--- src/hw/timer_consts.svh ---
// Constants of the basic 8-bit up timer: register indices, field positions,
// reset values and the interrupt vector.
// Assumes inclusion by bare name from the basic_8bit_up_timer design module.
//
// Operation
// - The counter holds while the count-enable bit is 0 or the system is in sleep mode, and counts while it is 1 in any other mode.
// - Each prescaled timer tick outside sleep mode adds exactly one to the 8-bit tick counter, a 256-step period.
// - An overflow is seen only when a tick finds the tick counter at 0xFF, whether it wraps to 0x00 or a same-cycle write loads it.
// - Every overflow sets the overflow flag, which stays set until software clears it.
// - There is no reload buffer, so after overflow counting goes on upward from 0x00.
// - With the overflow interrupt enabled, an overflow requests the interrupt at program address 8.
// - In green mode the timer keeps counting, sets the flag on overflow and wakes the system.
// - The timer works in normal, slow and green operating modes alike.
// - The timer clock is the instruction-cycle clock through a prescaler of 2 up to 256.
// - Prescale select 000 to 111 gives divisors 256, 128, 64, 32, 16, 8, 4 and 2.
// - The mode register holds count enable in bit 7, prescale select in bits 6 to 4, and resets to 0.
`ifndef TIMER_CONSTS_SVH
`define TIMER_CONSTS_SVH

// Register indices; the byte address is four times the index.
`define TMR_IDX_MODE      10'h0d8
`define TMR_IDX_COUNT     10'h0d9
`define TMR_IDX_STATUS    10'h0dc
`define TMR_IDX_MASK      10'h0dd

// Mode register fields and reset value; count register reset and full-scale values.
`define TMR_MODE_EN_BIT   7
`define TMR_MODE_SEL_HI   6
`define TMR_MODE_SEL_LO   4
`define TMR_MODE_RESET    8'h00
`define TMR_COUNT_RESET   8'h00
`define TMR_COUNT_FULL    8'hff

// Status and mask fields.
`define TMR_ST_OVF_BIT    0
`define TMR_ST_WAKE_BIT   1
`define TMR_ST_RESET      2'h0
`define TMR_MASK_RESET    2'h0

// Interrupt vector presented while the interrupt is pending.
`define TMR_IRQ_VECTOR    16'h0008

`endif

--- src/hw/timer_pkg.sv ---
// Types shared by the timer modules.
// Assumes timer_consts.svh is on the include path.
package timer_pkg;

  // System operating modes seen by the timer.
  typedef enum logic [1:0]
  {
    SYS_NORMAL,
    SYS_SLOW,
    SYS_GREEN,
    SYS_SLEEP
  } sys_mode_t;

  // Wishbone slave handshake state.
  typedef enum logic
  {
    BUS_IDLE,
    BUS_ACK
  } bus_state_t;

endpackage : timer_pkg

--- src/hw/tick_if.sv ---
// Carrier between the timer core and its prescaler.
// Assumes both ends run on the same clock.
`timescale 1ns/1ps
interface tick_if;

  logic       enable;
  logic [2:0] select;
  logic       cpu_tick;
  logic       tick;

  modport core
  (
    output enable,
    output select,
    output cpu_tick,
    input  tick
  );

  modport prescaler
  (
    input  enable,
    input  select,
    input  cpu_tick,
    output tick
  );

endinterface : tick_if

--- src/hw/timer_prescaler.sv ---
// Prescaler: divides instruction-cycle strobes down to timer ticks.
// Assumes cpu_tick is a one-cycle strobe on sys_clk.
`timescale 1ns/1ps
module timer_prescaler
(
  // Clock and reset.
  input  wire logic sys_clk,
  input  wire logic arst_n,
  // Link to the core.
  tick_if.prescaler tk
);

  typedef struct packed
  {
    logic [7:0] phase;
    logic       tick;
  } pre_state_t;

  pre_state_t st_r;
  pre_state_t st_nxt;
  logic [7:0] wrap_mask;

  // Divisor is 2 to the power of (8 - select); the mask marks the last phase.
  assign wrap_mask = 8'hff >> tk.select;

  // Next state of the divider.
  always_comb
  begin
    st_nxt      = st_r;
    st_nxt.tick = 1'b0;
    if (!tk.enable)
    begin
      st_nxt.phase = 8'h00;
    end
    else if (tk.cpu_tick)
    begin
      st_nxt.phase = st_r.phase + 8'h01;
      if ((st_r.phase & wrap_mask) == wrap_mask)
      begin
        st_nxt.phase = 8'h00;
        st_nxt.tick  = 1'b1;
      end
    end
  end

  // State register.
  always_ff @(posedge sys_clk or negedge arst_n)
  begin
    if (!arst_n)
    begin
      st_r <= '0;
    end
    else
    begin
      st_r <= st_nxt;
    end
  end

  assign tk.tick = st_r.tick;

endmodule : timer_prescaler

--- src/hw/basic_8bit_up_timer.sv ---
// Basic 8-bit up timer with a classic Wishbone register slave.
// Assumes a single 20 MHz sys_clk, an instruction-cycle strobe and the
// system mode coming from logic on the same clock.
`timescale 1ns/1ps
`include "timer_consts.svh"
module basic_8bit_up_timer
  import timer_pkg::*;
(
  // Clock and reset.
  input  wire logic        sys_clk,
  input  wire logic        arst_n,
  // Wishbone slave.
  input  wire logic        wb_cyc_i,
  input  wire logic        wb_stb_i,
  input  wire logic        wb_we_i,
  input  wire logic [11:0] wb_adr_i,
  input  wire logic [3:0]  wb_sel_i,
  input  wire logic [31:0] wb_dat_i,
  output logic      [31:0] wb_dat_o,
  output logic             wb_ack_o,
  // System side.
  input  wire logic        cpu_cycle_tick,
  input  wire logic [1:0]  sys_mode,
  output logic             irq,
  output logic      [15:0] irq_vector,
  output logic             wake_req
);

  // ---------------------------------------------------------------------
  // State
  // ---------------------------------------------------------------------

  typedef struct packed
  {
    bus_state_t  bus;
    logic [31:0] rdata;
    logic        count_enable_bit;
    logic [2:0]  prescale_select;
    logic [7:0]  tick_counter;
    logic [1:0]  status;
    logic [1:0]  mask;
    logic        irq;
    logic [15:0] vector;
    logic        wake;
  } core_state_t;

  core_state_t st_r;
  core_state_t st_nxt;

  tick_if tk ();

  logic       bus_req;
  logic       wr_lane0;
  logic [9:0] reg_idx;
  logic       hit_mode;
  logic       hit_count;
  logic       hit_status;
  logic       hit_mask;
  logic       mode_ok;
  logic       step;
  logic       overflow;
  logic       in_green;
  logic [1:0] events;
  logic [1:0] status_set;
  logic [7:0] mode_rd;

  // ---------------------------------------------------------------------
  // Prescaler
  // ---------------------------------------------------------------------

  // The prescaler only runs while counting is enabled.
  assign tk.enable   = st_r.count_enable_bit;
  assign tk.select   = st_r.prescale_select;
  assign tk.cpu_tick = cpu_cycle_tick;

  timer_prescaler u_prescaler
  (
    .sys_clk (sys_clk),
    .arst_n  (arst_n),
    .tk      (tk.prescaler)
  );

  // ---------------------------------------------------------------------
  // Bus decode
  // ---------------------------------------------------------------------

  // A new request is one the slave has not yet answered.
  assign bus_req    = wb_cyc_i && wb_stb_i && (st_r.bus == BUS_IDLE);
  assign wr_lane0   = bus_req && wb_we_i && wb_sel_i[0];
  assign reg_idx    = wb_adr_i[11:2];
  assign hit_mode   = (reg_idx == `TMR_IDX_MODE);
  assign hit_count  = (reg_idx == `TMR_IDX_COUNT);
  assign hit_status = (reg_idx == `TMR_IDX_STATUS);
  assign hit_mask   = (reg_idx == `TMR_IDX_MASK);

  // Mode register read image; unused low bits read as zero.
  assign mode_rd = {st_r.count_enable_bit, st_r.prescale_select, 4'h0};

  // ---------------------------------------------------------------------
  // Counting and events
  // ---------------------------------------------------------------------

  // Power-down stops the clock tree; all other modes keep the timer alive.
  assign mode_ok = (sys_mode != SYS_SLEEP);
  assign in_green = (sys_mode == SYS_GREEN);

  // A counter step needs enable, a prescaled tick and a live mode.
  assign step = st_r.count_enable_bit && tk.tick && mode_ok;

  // Only a step taken at full scale counts as an overflow, whether it wraps to zero or a same-cycle write loads the counter.
  assign overflow = step && (st_r.tick_counter == `TMR_COUNT_FULL);

  // Event vector in status layout: overflow and green-mode wake.
  always_comb
  begin
    events                   = 2'h0;
    events[`TMR_ST_OVF_BIT]  = overflow;
    events[`TMR_ST_WAKE_BIT] = overflow && in_green;
  end

  assign status_set = events;

  // ---------------------------------------------------------------------
  // Next state
  // ---------------------------------------------------------------------

  // Fill the next copy of the whole state.
  always_comb
  begin
    st_nxt       = st_r;
    st_nxt.wake  = 1'b0;

    // Bus handshake: answer every request one cycle after it is seen.
    unique case (st_r.bus)
      BUS_IDLE:
      begin
        if (bus_req)
        begin
          st_nxt.bus   = BUS_ACK;
          st_nxt.rdata = 32'h0000_0000;
          if (hit_mode)
          begin
            st_nxt.rdata[7:0] = mode_rd;
          end
          else if (hit_count)
          begin
            st_nxt.rdata[7:0] = st_r.tick_counter;
          end
          else if (hit_status)
          begin
            st_nxt.rdata[1:0] = st_r.status;
          end
          else if (hit_mask)
          begin
            st_nxt.rdata[1:0] = st_r.mask;
          end
        end
      end
      BUS_ACK:
      begin
        st_nxt.bus = BUS_IDLE;
      end
    endcase

    // Mode register write; all fields take effect at once.
    if (wr_lane0 && hit_mode)
    begin
      st_nxt.count_enable_bit = wb_dat_i[`TMR_MODE_EN_BIT];
      st_nxt.prescale_select  = wb_dat_i[`TMR_MODE_SEL_HI:`TMR_MODE_SEL_LO];
    end

    // Tick counter: a software write beats a step in the same cycle.
    if (wr_lane0 && hit_count)
    begin
      st_nxt.tick_counter = wb_dat_i[7:0];
    end
    else if (step)
    begin
      // Plain wrap to zero, nothing is reloaded.
      st_nxt.tick_counter = st_r.tick_counter + 8'h01;
    end

    // Status: write one to clear, but a new event always wins.
    if (wr_lane0 && hit_status)
    begin
      st_nxt.status = st_r.status & ~wb_dat_i[1:0];
    end
    st_nxt.status = st_nxt.status | status_set;

    // Mask register; the overflow bit is the overflow interrupt enable.
    if (wr_lane0 && hit_mask)
    begin
      st_nxt.mask = wb_dat_i[1:0];
    end

    // Level interrupt while any unmasked status bit is set.
    st_nxt.irq    = |(st_nxt.status & st_nxt.mask);
    st_nxt.vector = st_nxt.irq ? `TMR_IRQ_VECTOR : 16'h0000;

    // One-cycle wake request on overflow in green mode.
    st_nxt.wake = events[`TMR_ST_WAKE_BIT];
  end

  // ---------------------------------------------------------------------
  // State register
  // ---------------------------------------------------------------------

  // All control state returns to zero on reset.
  always_ff @(posedge sys_clk or negedge arst_n)
  begin
    if (!arst_n)
    begin
      st_r                  <= '0;
      st_r.bus              <= BUS_IDLE;
      st_r.count_enable_bit <= 1'(`TMR_MODE_RESET >> `TMR_MODE_EN_BIT);
      st_r.tick_counter     <= `TMR_COUNT_RESET;
      st_r.status           <= `TMR_ST_RESET;
      st_r.mask             <= `TMR_MASK_RESET;
    end
    else
    begin
      st_r <= st_nxt;
    end
  end

  // ---------------------------------------------------------------------
  // Outputs
  // ---------------------------------------------------------------------

  // Every output is a field of the state register.
  assign wb_ack_o   = (st_r.bus == BUS_ACK);
  assign wb_dat_o   = st_r.rdata;
  assign irq        = st_r.irq;
  assign irq_vector = st_r.vector;
  assign wake_req   = st_r.wake;

endmodule : basic_8bit_up_timer

--- config.mk ---
export PLATFORM = sky130hd
export DESIGN_NAME = basic_8bit_up_timer
export DESIGN_NICKNAME = d
export VERILOG_FILES = /design/src/hw/timer_pkg.sv /design/src/hw/tick_if.sv /design/src/hw/timer_prescaler.sv /design/src/hw/basic_8bit_up_timer.sv
export VERILOG_INCLUDE_DIRS = /design/src /design/src/hw
export SDC_FILE = /design/constraint.sdc
export NUM_CORES = 1
export LEC_CHECK = 0
export ABC_CLOCK_PERIOD_IN_PS = 4900
export BUFFER_PORTS_ARGS = -buffer_cell sky130_fd_sc_hd__buf_2
export CAP_MARGIN = 20
export CORE_UTILIZATION = 50
export CTS_CLUSTER_DIAMETER = 80
export DETAILED_ROUTE_END_ITERATION = 12
export MAX_ROUTING_LAYER = met4
export PLACE_DENSITY = 0.91
export SLEW_MARGIN = 10
export SYNTH_ARGS = -nofsm -noshare
export SYNTH_HDL_FRONTEND = slang
export SYNTH_SLANG_ARGS = --single-unit
--- constraint.sdc ---
create_clock -name sys_clk -period 4.9 [get_ports sys_clk]
set_input_delay 0.245 -clock sys_clk [delete_from_list [all_inputs] [get_ports sys_clk]]
set_output_delay 0.245 -clock sys_clk [all_outputs]
set_load 0.1 [all_outputs]
# Yosys cells after proc, flatten, opt, wreduce, memory -nomap -nowiden
# Index checks and enable logic that the tools add are counted.
# word_totals
regBits	40
input_bits	56
out_inout_bits	51
# op_classes
addsub	2
n_eq_ne	9
n_shift	1
muxes	16
bitwise_logic	6
reduce_logical	15
# ops
cell	count
$eq 10x8->1 const B	4
$mux 33	1
$mux 8	4
$mux 9	2
$add 8x1->8 const B	2
$logic_and 1x1->1	12
$mux 2	5
$and 8x8->8	1
$eq 8x8->1	1
$eq 8x8->1 const B	1
$shr 8x3->8 const A	1
$mux 6	1
$and 2x2->2	2
$mux 4	1
$ne 2x2->1 const B	2
$eq 2x2->1 const B	1
$not 2->2	1
$or 2x2->2	1
$pmux 1 s2	1
$reduce_and 2->1	1
$reduce_bool 2->1	1
$reduce_or 2->1	1
$mux 1	1
$not 1->1	1

# Depth between registers and ports, before layout
# Gate-level depths: netlist of run 1.
# depth
ltp_word	10
mapped_depth	6
depth_no_buf	6

# Hierarchy
# Synthesis of run 1 repeated with hierarchy kept, for this count alone.
# hier_totals
cells_unflattened	219
hier_area_um2	2237.1
# by_module_without_submodules
mod	instances	cells_per_inst	area_per_inst_um2
basic_8bit_up_timer	1	163	1670.4
timer_prescaler	1	56	566.8

# Least setup slack after synthesis of run 1
# Ideal clock, no wire load.
# synth_path
path_kind	reg2reg
startpoint	register st_r (netlist bit wb_ack_o)
endpoint	register st_r (netlist bit irq_vector[3])
t_arrival_ns	2.031
slack_ns	2.748
stages_incl_launch_ff	6
n_path_buf	0
cell_sequence	dfrtp_1 nand3b_2 nor2_2 nand4_4 mux2_4 a22o_1
# synth_lines
item	line	source
start: declaration	basic_8bit_up_timer.sv:47	core_state_t st_r;
start signal: assignment	basic_8bit_up_timer.sv:222	st_r <= st_nxt;

==> key figures, run 1 <==
Drt
  – Vias/cell: 5.127
  – DRT Pass-1 Iters: 8
  – Final ANT Viol Nets: 0
  – Vias: around 1,600
  – Drt drc: 1
  – Final WL: 3.920 mm
  – Post-DR wirelength/cell: between 10 and 15 um
  – DR iter-0 viols: 127

Place
  – HPWL after DPL: around 3.0 mm
  – Cell total after placement: just over 300
  – Pre-CTS WS: 2.872 ns
  – I/O Buffers: 38
  – Final Wtd Congestion: slightly below 0.9

Setup path
  – Setup crit start kind: register
  – Crit end category: register
  – Reg-to-reg slack, setup: between 2 and 3 ns
  – Critical R2R Capture: irq_vector[3]
  – Worst Path Required: between 5 and 6 ns
  – Worst R2R Start: wb_ack_o
  – Crit path kind: reg2reg
  – Worst endpoint data arrival time: around 2.1 ns
  – CP peak stage delay: about 0.38 ns
  – Crit-path cells: nand3b_2 > nor2_2 > nand4_4 > mux2_4 > a22o_1
  – Critical path's top delay family: simple AND/OR/NAND/NOR gates
  – Worst path slowest cell: dfrtp_1
  – CP Max Fanout: 14
  – Buf/Inv on CP: 0
  – FF-to-FF path depth: 5

Power and ir drop
  – Peak supply drop: approximately 0.13 mV
  – Pleak: between 1 and 1.5 nW
  – PwrDens: 292.5 nW/um^2

Timing
  – Slew Viols, Final: 0
  – Final Skew: ~0.0022 ns
  – Endpoints failing hold: 0
  – Worst setup margin: just under 3 ns
  – Worst slew pin tran: approximately 0.76 ns
  – Setup violations, final: 0
  – Period utilisation layout: 39.30%
  – Slew margin rel.: approximately half
  – Final setup TNS: 0 ns
  – RSZ-0062 raised after global routing: false
  – Maximum clock frequency: just over 500 MHz
  – Hold slack: ~0.021 ns
  – Min Tclk post-route: ~1.9 ns

Global routing
  – GRT Total Usage: approximately 19%
  – Largest net degree at the start of global routing: 37
  – Vias in the first global route: 1,500
  – GR Overflow Total: 0
  – First-pass GRT wire length: slightly below 7 mm
  – Initial antenna violation count: 0

Clock tree
  – Post-CTS Setup Inserts: 0
  – CTS tree: built
  – CTS buffer count: 5
  – Clk sinks: 36
  – Root Driver: clkbuf_8
  – Clk slew on worst S/H paths: about 0.070 ns
  – Clock Latency Late Sink: around 0.29 ns
  – Max Buffers Root-to-Sink: 2
  – H-tree levels: 2
  – Post-cts resize count: 0
  – Hold Buf Count CTS: 0

Synth
  – Seq/Total Area, Yosys: between 40% and 50%
  – Netlist Area Pre-Place: 2252 um^2
  – Post-synth top flop: dfrtp_1
  – Number of synthesized flops with an enable pin: 0
  – Synthesis warning total: 0
  – Seq cells post-synth: 36
  – Gate count of the mapped netlist: 233
  – Syn avg cell area: about 9.7 um^2
  – Post-synthesis async set-or-reset flop share: 100.0%
  – Post-synth cell types: 47

Floorplan
  – Initial core utilization: about half
  – Die width: 69.12 um
  – Ports: ~110
  – Die Height: between 60 and 70 um
  – Die Footprint: approximately 4800 um^2
  – Core Region: ~4400 um^2
  – FP Rows: 24

Outcome
  – Outcome: finished, violations left
  – Failing checks: DRC

Final layout
  – Layout cells sized above 1: 22.73%
  – Area Growth Syn to Fin: 4.722%
  – Layout Cells excl Fill: 316
  – Diode count: 0
  – Nets: around 320

Min path
  – Hold crit path type: in2async

Run
  – Max cap viols: 0
==> cell type report <==
cell class                 count  area, um^2
timing repair buffer          38       190.2
multi-input combinational    179        1091
fill                         374        1996
sequential                    36       900.9
clock buffer                   7       96.34
inverter                       4       15.01
tap                           52       65.06
==> report_power, final <==
part	total (W)	internal (W)	switching, W
clock	0.000224	0.000125	0.0000991
combinational	0.000165	0.0000125	0.000153
sequential	0.000301	0.000299	0.00000192
==> per-layer routing <==
layer | vias to the layer above | share of wire, % | global-route usage (%)
li1 | 786 | - | -
met1 | 748 | 43 | 22.41
met2 | 74 | 48 | 28.26
met3 | 12 | 6.7 | 6.140
met4 | 0 | 2.9 | 8.390
met5 | - | 0 | -
==> metrics by stage <==
stage	util, %	instance area, um^2	power (W)
6_report	54.17	2359	0.0006899
5_1_grt	54.17	2359	0.0007112
4_1_cts	54.17	2359	0.0006942
3_5_place_dp	51.95	2262	0.0004714
3_3_place_gp	51.95	2262	0.0004705
2_1_floorplan	-	2395	0.0004746
==> worst max path at each step <==
stage,to,startpoint,cells past startpoint
2_1_floorplan,irq_vector[3],wb_ack_o,5
3_3_place_gp,st_r[24],wb_adr_i[11],5
3_5_place_dp,st_r[24],wb_adr_i[11],5
4_1_cts,irq_vector[3],wb_ack_o,5
5_1_grt,irq_vector[3],wb_ack_o,5
6_report,irq_vector[3],wb_ack_o,5
==> cell families after synthesis <==
group / after synthesis / share of synthesized area [%]
simple gates: 73 / 19.83
other cells: 1 / 0.1665
compound gates: 46 / 12.33
flops: 36 / 40.00
fa+ha+maj: 2 / 1.111
buf+inv: 56 / 17.89
mux: 9 / 4.778
xor+xnor: 10 / 3.889
==> synthesized netlist by cell type, types with 2 or more instances <==
master,count,share of area [%]
xor2_1,7,2.7
a21oi_1,13,2.9
buf_4,48,16
o21ai_1,4,0.89
nor2b_1,5,1.4
a22oi_1,6,2.0
inv_1,4,0.67
o22ai_1,2,0.56
a211oi_1,3,1.0
a22o_1,2,0.78
nand3_1,10,2.2
buf_2,2,0.44
o21ai_0,11,2.4
nand3b_1,2,0.67
dfrtp_1,36,40
mux2_1,5,2.5
nor2_1,11,1.8
nand4_1,3,0.83
nor4_4,2,1.9
nand2_1,26,4.3
mux2_4,2,1.3
ha_1,2,1.1
xnor2_1,3,1.2
==> registers in the layout, summed over array words and instances, names as in the netlist <==
register and flops:
irq_vector 1, st_r 12, tk.enable 1, tk.select 3
u_prescaler.st_r 8, u_prescaler.tk.tick 1, wake_req 1, wb_ack_o 1
wb_dat_o 8
==> cell usage in the layout (no fill, tap or decap), drive strengths merged, types with 4 or more instances in the layout <==
master and n:
nor2b 5, a22oi 6, xor2 7, clkbuf 7, conb 39, nand2 27
mux2 8, nand4 4, nor2 13, inv 4, a21oi 13, o21ai 15
buf 38, dfrtp 36, nand3 10
==> worst register-to-register path: stages (launching register included) <==
cell and delay (ns):
dfrtp_1 0.38, nand3b_2 0.37, nor2_2 0.36, nand4_4 0.17
mux2_4 0.34, a22o_1 0.21
(Power assumes the default switching activity.)
==> run 2, diff against run 1 <==
--- a/config.mk
+++ b/config.mk
@@ -6,14 +6,15 @@
 export SDC_FILE = /design/constraint.sdc
 export NUM_CORES = 1
 export LEC_CHECK = 0
-export ABC_CLOCK_PERIOD_IN_PS = 4900
+export ABC_AREA = 1
+export ABC_CLOCK_PERIOD_IN_PS = 1700
 export BUFFER_PORTS_ARGS = -buffer_cell sky130_fd_sc_hd__buf_2
 export CAP_MARGIN = 20
-export CORE_UTILIZATION = 50
+export CORE_UTILIZATION = 43
 export CTS_CLUSTER_DIAMETER = 80
 export DETAILED_ROUTE_END_ITERATION = 12
 export MAX_ROUTING_LAYER = met4
-export PLACE_DENSITY = 0.91
+export PLACE_DENSITY = 0.83
 export SLEW_MARGIN = 10
 export SYNTH_ARGS = -nofsm -noshare
 export SYNTH_HDL_FRONTEND = slang
==> constraint.sdc (replaced) <==
create_clock -name sys_clk -period 1.7 [get_ports sys_clk]
set_input_delay 0.085 -clock sys_clk [delete_from_list [all_inputs] [get_ports sys_clk]]
set_output_delay 0.085 -clock sys_clk [all_outputs]
set_load 0.1 [all_outputs]
==> key figures, run 2 <==
Clock tree
  – Post-cts resize count: 0 (unchanged)
  – CTS tree: built
  – Clock Latency Late Sink: 0.28 ns (about the same)
  – Clk sinks: 36 (unchanged)
  – Max Buffers Root-to-Sink: 2 (unchanged)
  – Post-CTS Setup Inserts: 0 (unchanged)
  – Root Driver: clkbuf_8
  – Hold Buf Count CTS: 2 (+2)
  – H-tree levels: 2 (unchanged)
  – Clk slew on worst S/H paths: 0.06 ns (about the same)
  – CTS buffer count: 5 (unchanged)

Setup path
  – Crit end category: register
  – Reg-to-reg slack, setup: 0.29 ns (-2.69 ns)
  – Buf/Inv on CP: 0 (unchanged)
  – Worst Path Required: 1.92 ns (-3.16 ns)
  – Crit-path cells: ha_1 > nand2_1 > nor3_2 > nand3_1 > nand2_1 > nand2_1 > nand2_1
  – Setup crit start kind: register
  – Crit path kind: reg2reg
  – Worst endpoint data arrival time: 1.63 ns (-0.48 ns)
  – Crit-path most repeated cell: nand2_1
  – CP peak stage delay: 0.40 ns (+0.02 ns)
  – Critical path's top delay family: simple AND/OR/NAND/NOR gates
  – Worst path slowest cell: dfrtp_1
  – CP Max Fanout: 4 (-10)

Global routing
  – GRT Total Usage: 16.77% (-1.8 points)
  – Vias in the first global route: 1,696 (+13%)
  – First-pass GRT wire length: 7.665 mm (+12%)
  – Initial antenna violation count: 0 (unchanged)
  – Largest net degree at the start of global routing: 21 (-43%)
  – GR Overflow Total: 0 (unchanged)

Timing
  – Setup violations, final: 0 (unchanged)
  – Min Tclk post-route: 1.413 ns (-0.5129 ns)
  – Final Skew: 0.002592 ns (+0.0003851 ns)
  – Maximum clock frequency: 707.9 MHz (+36%)
  – Worst slew pin tran: 0.5227 ns (-0.2396 ns)
  – Slew margin rel.: 65.02% (+16 points)
  – Period utilisation layout: 83.10% (+44 points)
  – Endpoints failing hold: 0 (unchanged)
  – RSZ-0062 raised after global routing: false
  – Slew Viols, Final: 0 (unchanged)
  – Final setup TNS: 0 ns (unchanged)

Synth
  – Count leader, synth: nand2_1
  – Synthesis warning total: 0 (unchanged)
  – Post-synth top flop: dfrtp_1
  – Post-synth top area share: 37.99% (-2.0 points)
  – Post-synthesis async set-or-reset flop share: 100.0% (unchanged)
  – Post-synth top cells: nand2_1, buf_4, dfrtp_1
  – Number of synthesized flops with an enable pin: 0 (unchanged)
  – Syn avg cell area: 7.551 um^2 (-22%)
  – Gate count of the mapped netlist: 314 (+35%)
  – Seq cells post-synth: 36 (unchanged)
  – Yosys top cell by area: dfrtp_1
  – Netlist Area Pre-Place: 2371 um^2 (+5.3%)
  – Seq/Total Area, Yosys: 37.99% (-2.0 points)
  – Post-synth cell types: 29 (-38%)
  – Top cells by area, synth: dfrtp_1, buf_4, nand2_1

Final layout
  – Most frequent cells in the layout: nand2_1, conb_1, buf_2
  – Nets: 412 (+28%)
  – Largest register FFs: 12 (unchanged)
  – Layout cells sized above 1: 19.26% (-3.5 points)
  – Diode count: 0 (unchanged)
  – Biggest register: st_r
  – Util after Layout: 48.87% (-5.3 points)
  – Layout Cells excl Fill: 423 (+34%)
  – Area Growth Syn to Fin: 7.282%
  – Commonest non-fill, non-tap cell in the layout: nand2_1
  – Post-route cell area: 2544 um^2 (+7.9%)

Drt
  – DR iter-0 viols: 129 (+1.6%)
  – Post-DR wirelength/cell: 10.26 um (-17%)
  – Drt drc: 0 (-1)
  – Final ANT Viol Nets: 0 (unchanged)
  – Vias: 1,916 (+18%)
  – DRT Pass-1 Iters: 6 (-2)
  – Vias/cell: 4.530 (-12%)
  – Final WL: 4.339 mm (+11%)

Place
  – Placed Area: 2451 um^2 (+8.4%)
  – HPWL after DPL: 3.493 mm (+16%)
  – Cell total after placement: 415 (+34%)
  – Final Wtd Congestion: 0.8414 (-3.1%)
  – I/O Buffers: 38 (unchanged)

Run
  – Max cap viols: 0 (unchanged)

Power and ir drop
  – Power Total: 0.002030 W (+190%)
  – Pleak: 1.451 nW (+24%)
  – PwrDens: 798.2 nW/um^2 (+170%)
  – Peak supply drop: 0.3764 mV (+190%)

Floorplan
  – Core Region: 5205 um^2 (+20%)
  – Ports: 107 (unchanged)
  – FP Rows: 26 (+8.3%)
  – Die Footprint: 5815 um^2 (+22%)
  – Die width: 76.26 um (+10%)
  – Die Height: 76.26 um (+10%)
  – Initial core utilization: 45.55% (-6.2 points)

Outcome
  – Outcome: completed

Min path
  – Hold crit path type: in2reg
-- run 2: per-stage QoR --
stage | setup WS [ns] | hold slack, ns
finish | 0.2873 | 0.01780
global route | 0.1527 | 0.02559
CTS | 0.2960 | 0.01719
detailed placement | 0.3186 | 0.04414
global placement | 0.3580 | 0.04380
floorplan | 0.07059 | -0.2106
-- run 2: final cells by class --
type	count	area [um^2]
multi-input combinational	232	1107
inverter	35	133.9
sequential	36	902.1
fill	515	2661
clock buffer	6	72.57
tap	70	87.58
timing repair buffer	44	240.2
-- run 2: worst reg2reg max path, delay by kind of cell (launching register included) --
kind | cells | cell delay [ns]
fa+ha+maj | 1 | 0.21
simple gates | 6 | 0.73
flops | 1 | 0.40
-- run 2: per-layer routing --
layer	up-vias	part of all wire, %	global-route usage, %	routed length [um]
li1	972	-	-	-
met1	873	45	21.77	1936
met2	66	48	26.13	2080
met3	5	6.1	3.713	263
met4	0	1.3	5.192	58
met5	-	0	-	0
-- run 2: path summary, 6_finish.rpt --
path	from	endpoint	cells after the start
max	st_r[22]	irq_vector[3]	7
min	wb_dat_i[3]	st_r[25]	3
max reg2reg	st_r[22]	irq_vector[3]	7
min reg2reg	wb_dat_o[0]	wb_dat_o[0]	2
max in group asynchronous	arst_n	u_prescaler.st_r[7]	3
min in group asynchronous	arst_n	wb_dat_o[2]	2
-- run 2: logic make-up (layout without fill, tap and decap cells) --
| kind of cell | Yosys count | in the layout | share of synthesized area (%) |
|---|---|---|---|
| AO/OA/AOI/OAI | 28 | 28 | 6.280 |
| XOR/XNOR | 8 | 8 | 2.955 |
| adder cells (fa/ha/maj) | 2 | 2 | 1.055 |
| buffers and inverters | 84 | 85 | 21.32 |
| flip-flops | 36 | 36 | 37.99 |
| other | 1 | 39 | 0.1582 |
| AND/OR/NAND/NOR | 155 | 155 | 30.24 |
-- run 2: power by group --
| part | switching (W) | total (W) | internal, W |
|---|---|---|---|
| registers | 0.00000760 | 0.000881 | 0.000873 |
| logic | 0.000562 | 0.000619 | 0.0000568 |
| clock network | 0.000258 | 0.000530 | 0.000272 |
==> run 3, diff against run 2 <==
--- a/config.mk
+++ b/config.mk
@@ -6,15 +6,15 @@
 export SDC_FILE = /design/constraint.sdc
 export NUM_CORES = 1
 export LEC_CHECK = 0
-export ABC_AREA = 1
-export ABC_CLOCK_PERIOD_IN_PS = 1700
+export ABC_AREA = 0
+export ABC_CLOCK_PERIOD_IN_PS = 1410
 export BUFFER_PORTS_ARGS = -buffer_cell sky130_fd_sc_hd__buf_2
 export CAP_MARGIN = 20
-export CORE_UTILIZATION = 43
+export CORE_UTILIZATION = 47
 export CTS_CLUSTER_DIAMETER = 80
 export DETAILED_ROUTE_END_ITERATION = 12
 export MAX_ROUTING_LAYER = met4
-export PLACE_DENSITY = 0.83
+export PLACE_DENSITY = 0.87
 export SLEW_MARGIN = 10
 export SYNTH_ARGS = -nofsm -noshare
 export SYNTH_HDL_FRONTEND = slang
==> constraint.sdc (replaced) <==
create_clock -name sys_clk -period 1.41 [get_ports sys_clk]
set_input_delay 0.0705 -clock sys_clk [delete_from_list [all_inputs] [get_ports sys_clk]]
set_output_delay 0.0705 -clock sys_clk [all_outputs]
set_load 0.1 [all_outputs]
==> key figures, run 3 (same netlist as run 1, synthesis figures left out) <==
Outcome
  – Outcome: finished, violations left
  – Failing checks: DRC, setup timing

Clock tree
  – H-tree levels: 2 (unchanged)
  – Clk slew on worst S/H paths: 0.07 ns (about the same)
  – CTS buffer count: 5 (unchanged)
  – Clock Latency Late Sink: 0.29 ns (about the same)
  – Max Buffers Root-to-Sink: 2 (unchanged)
  – Clk sinks: 36 (unchanged)
  – CTS tree: built
  – Root Driver: clkbuf_8

Timing
  – Final Skew: 0.008144 ns (+0.005552 ns)
  – Slew Viols, Final: 0 (unchanged)
  – Maximum clock frequency: 636.1 MHz (-10%)
  – Worst setup margin: -0.1620 ns (-0.4494 ns)
  – Period utilisation layout: 111.5% (+28 points)
  – Endpoints failing hold: 0 (unchanged)
  – Min Tclk post-route: 1.572 ns (+0.1594 ns)
  – Hold slack: 0.01244 ns (-0.005352 ns)
  – RSZ-0062 raised after global routing: true
  – Setup violations, final: 16 (+16)
  – Final setup TNS: -1.366 ns (-1.366 ns)

Drt
  – Post-DR wirelength/cell: 16.96 um (+65%)
  – Final WL: 5.953 mm (+37%)
  – Vias/cell: 5.464 (+21%)
  – Top sig layer: met4
  – Met3 wire len: 348 um (+32%)
  – Final ANT Viol Nets: 0 (unchanged)
  – DRT Pass-1 Iters: 9 (+3)
  – Vias: 1,918 (+0.10%)
  – DRT met1 WL: 2.404 mm (+24%)
  – Drt drc: 5 (+5)
  – DR iter-0 viols: 131 (+1.6%)
  – Met2 Wirelength: 3.022 mm (+45%)

Setup path
  – Crit end category: register
  – Crit path kind: reg2reg
  – Reg-to-reg slack, setup: -0.16 ns (-0.45 ns)
  – CP Max Fanout: 3 (-1)
  – Worst R2R Start: wb_ack_o
  – Setup crit start kind: register
  – FF-to-FF path depth: 5 (-2)
  – Worst endpoint data arrival time: 1.75 ns (+0.12 ns)
  – Worst Path Required: 1.59 ns (-0.33 ns)
  – CP startpoint: wb_ack_o
  – Critical R2R Capture: irq_vector[3]

Place
  – Pre-CTS WS: -0.2782 ns (-0.5968 ns)
  – Cell total after placement: 335 (-19%)
  – Placed Area: 2479 um^2 (+1.1%)
  – HPWL after DPL: 3.686 mm (+5.5%)
  – I/O Buffers: 38 (unchanged)
  – Final Wtd Congestion: 0.9949 (+18%)

Power and ir drop
  – Int Pwr: 0.001624 W (+35%)
  – Clk pwr share: 35.0% (+8.9 points)
  – Reg power frac: 40.7% (-2.7 points)
  – Pleak: 1.399 nW (-3.6%)
  – Switch Pwr: 0.0009368 W (+13%)
  – Net Sw Frac: 36.58% (-4.2 points)
  – Comb pwr share: 24.3% (-6.2 points)
  – Peak supply drop: 0.5816 mV (+55%)
  – PwrDens: 906.4 nW/um^2 (+14%)

Floorplan
  – Die width: 71.23 um (-6.6%)
  – Die Footprint: 5073 um^2 (-13%)
  – Core Region: 4474 um^2 (-14%)
  – FP Rows: 24 (-7.7%)
  – Die Height: 71.23 um (-6.6%)
  – Initial core utilization: 50.34% (+4.8 points)
  – Ports: 107 (unchanged)

Global routing
  – Initial antenna violation count: 0 (unchanged)
  – GRT Total Usage: 21.93% (+5.2 points)
  – Vias in the first global route: 1,727 (+1.8%)
  – First-pass GRT wire length: 8.224 mm (+7.3%)
  – Largest net degree at the start of global routing: 22 (+4.8%)
  – GR Overflow Total: 0 (unchanged)

Final layout
  – Layout Cells excl Fill: 351 (-17%)
  – Biggest register: st_r
  – Most frequent cells in the layout: conb_1, buf_2, dfrtp_1
  – Largest register FFs: 12 (unchanged)
  – Nets: 356 (-14%)
  – Diode count: 0 (unchanged)
  – Area Growth Syn to Fin: 25.44%
  – Layout cells sized above 1: 41.14% (+22 points)
  – Post-route cell area: 2825 um^2 (+11%)

Min path
  – Hold Crit Endpoint: st_r[24]
  – Worst hold path startpoint: wb_dat_i[2]
  – Hold crit path type: in2reg
  – Worst Hold Path Cells: 2 (-1)

Run
  – Max cap viols: 0 (unchanged)
[run 3: worst max path at each step]
stage,depth (start not counted),slack (ns),to
final,5,-0.16,irq_vector[3]
after global routing,6,-0.20,irq_vector[3]
after CTS,5,-0.13,irq_vector[3]
after detailed placement,6,-0.28,irq_vector[3]
after global placement,6,-0.24,irq_vector[3]
after floorplan,5,-0.32,irq_vector[3]
[run 3: layout make-up]
type / count / area [um^2]
flip-flops and latches: 36 / 907.1
well taps: 52 / 65.06
inverters: 4 / 15.01
fillers: 339 / 1649
clock buffers: 6 / 72.57
repair buffers: 72 / 473.0
clock inverters: 2 / 35.03
multi-input cells: 179 / 1257
[run 3: power groups by stage]
stage	Combinational [W]	Clock [W]	Sequential (W)
4_1_cts	0.000600	0.000899	0.00104
3_3_place_gp	0.000592	0	0.00106
6_report	0.000621	0.000897	0.00104
3_5_place_dp	0.000596	0	0.00106
2_1_floorplan	0.000578	0	0.00108
5_1_grt	0.000641	0.000947	0.00104
[run 3: worst max-delay path, cell delays in order, from the launching register on]
cell	delay (ns)
dfrtp_4	0.47
nand3b_4	0.18
nor2_4	0.16
nand4_4	0.13
mux2_4	0.33
a22o_1	0.20
[run 3: repair_timing]
item / CTS / global route
pin swaps: 0 / 12
gates resized for setup: 4 / 44
hold buffers: 1 / 0
buffers inserted: 4 / 3
hold endpoints to repair: 15 / 0
setup endpoints to repair: 21 / 22
cloned: 0 / 1
[run 3: layer usage]
metal / up-vias / global-route usage (%)
li1: 849 / -
met1: 942 / 26.42
met2: 109 / 33.76
met3: 18 / 5.063
met4: 0 / 12.89
met5: - / -
[run 3: through the flow]
step | power, W | util [%]
floorplan | 0.001654 | -
global placement | 0.001654 | 55.40
detailed placement | 0.001658 | 55.40
CTS | 0.002541 | 58.86
global route | 0.002630 | 63.14
finish | 0.002561 | 63.14
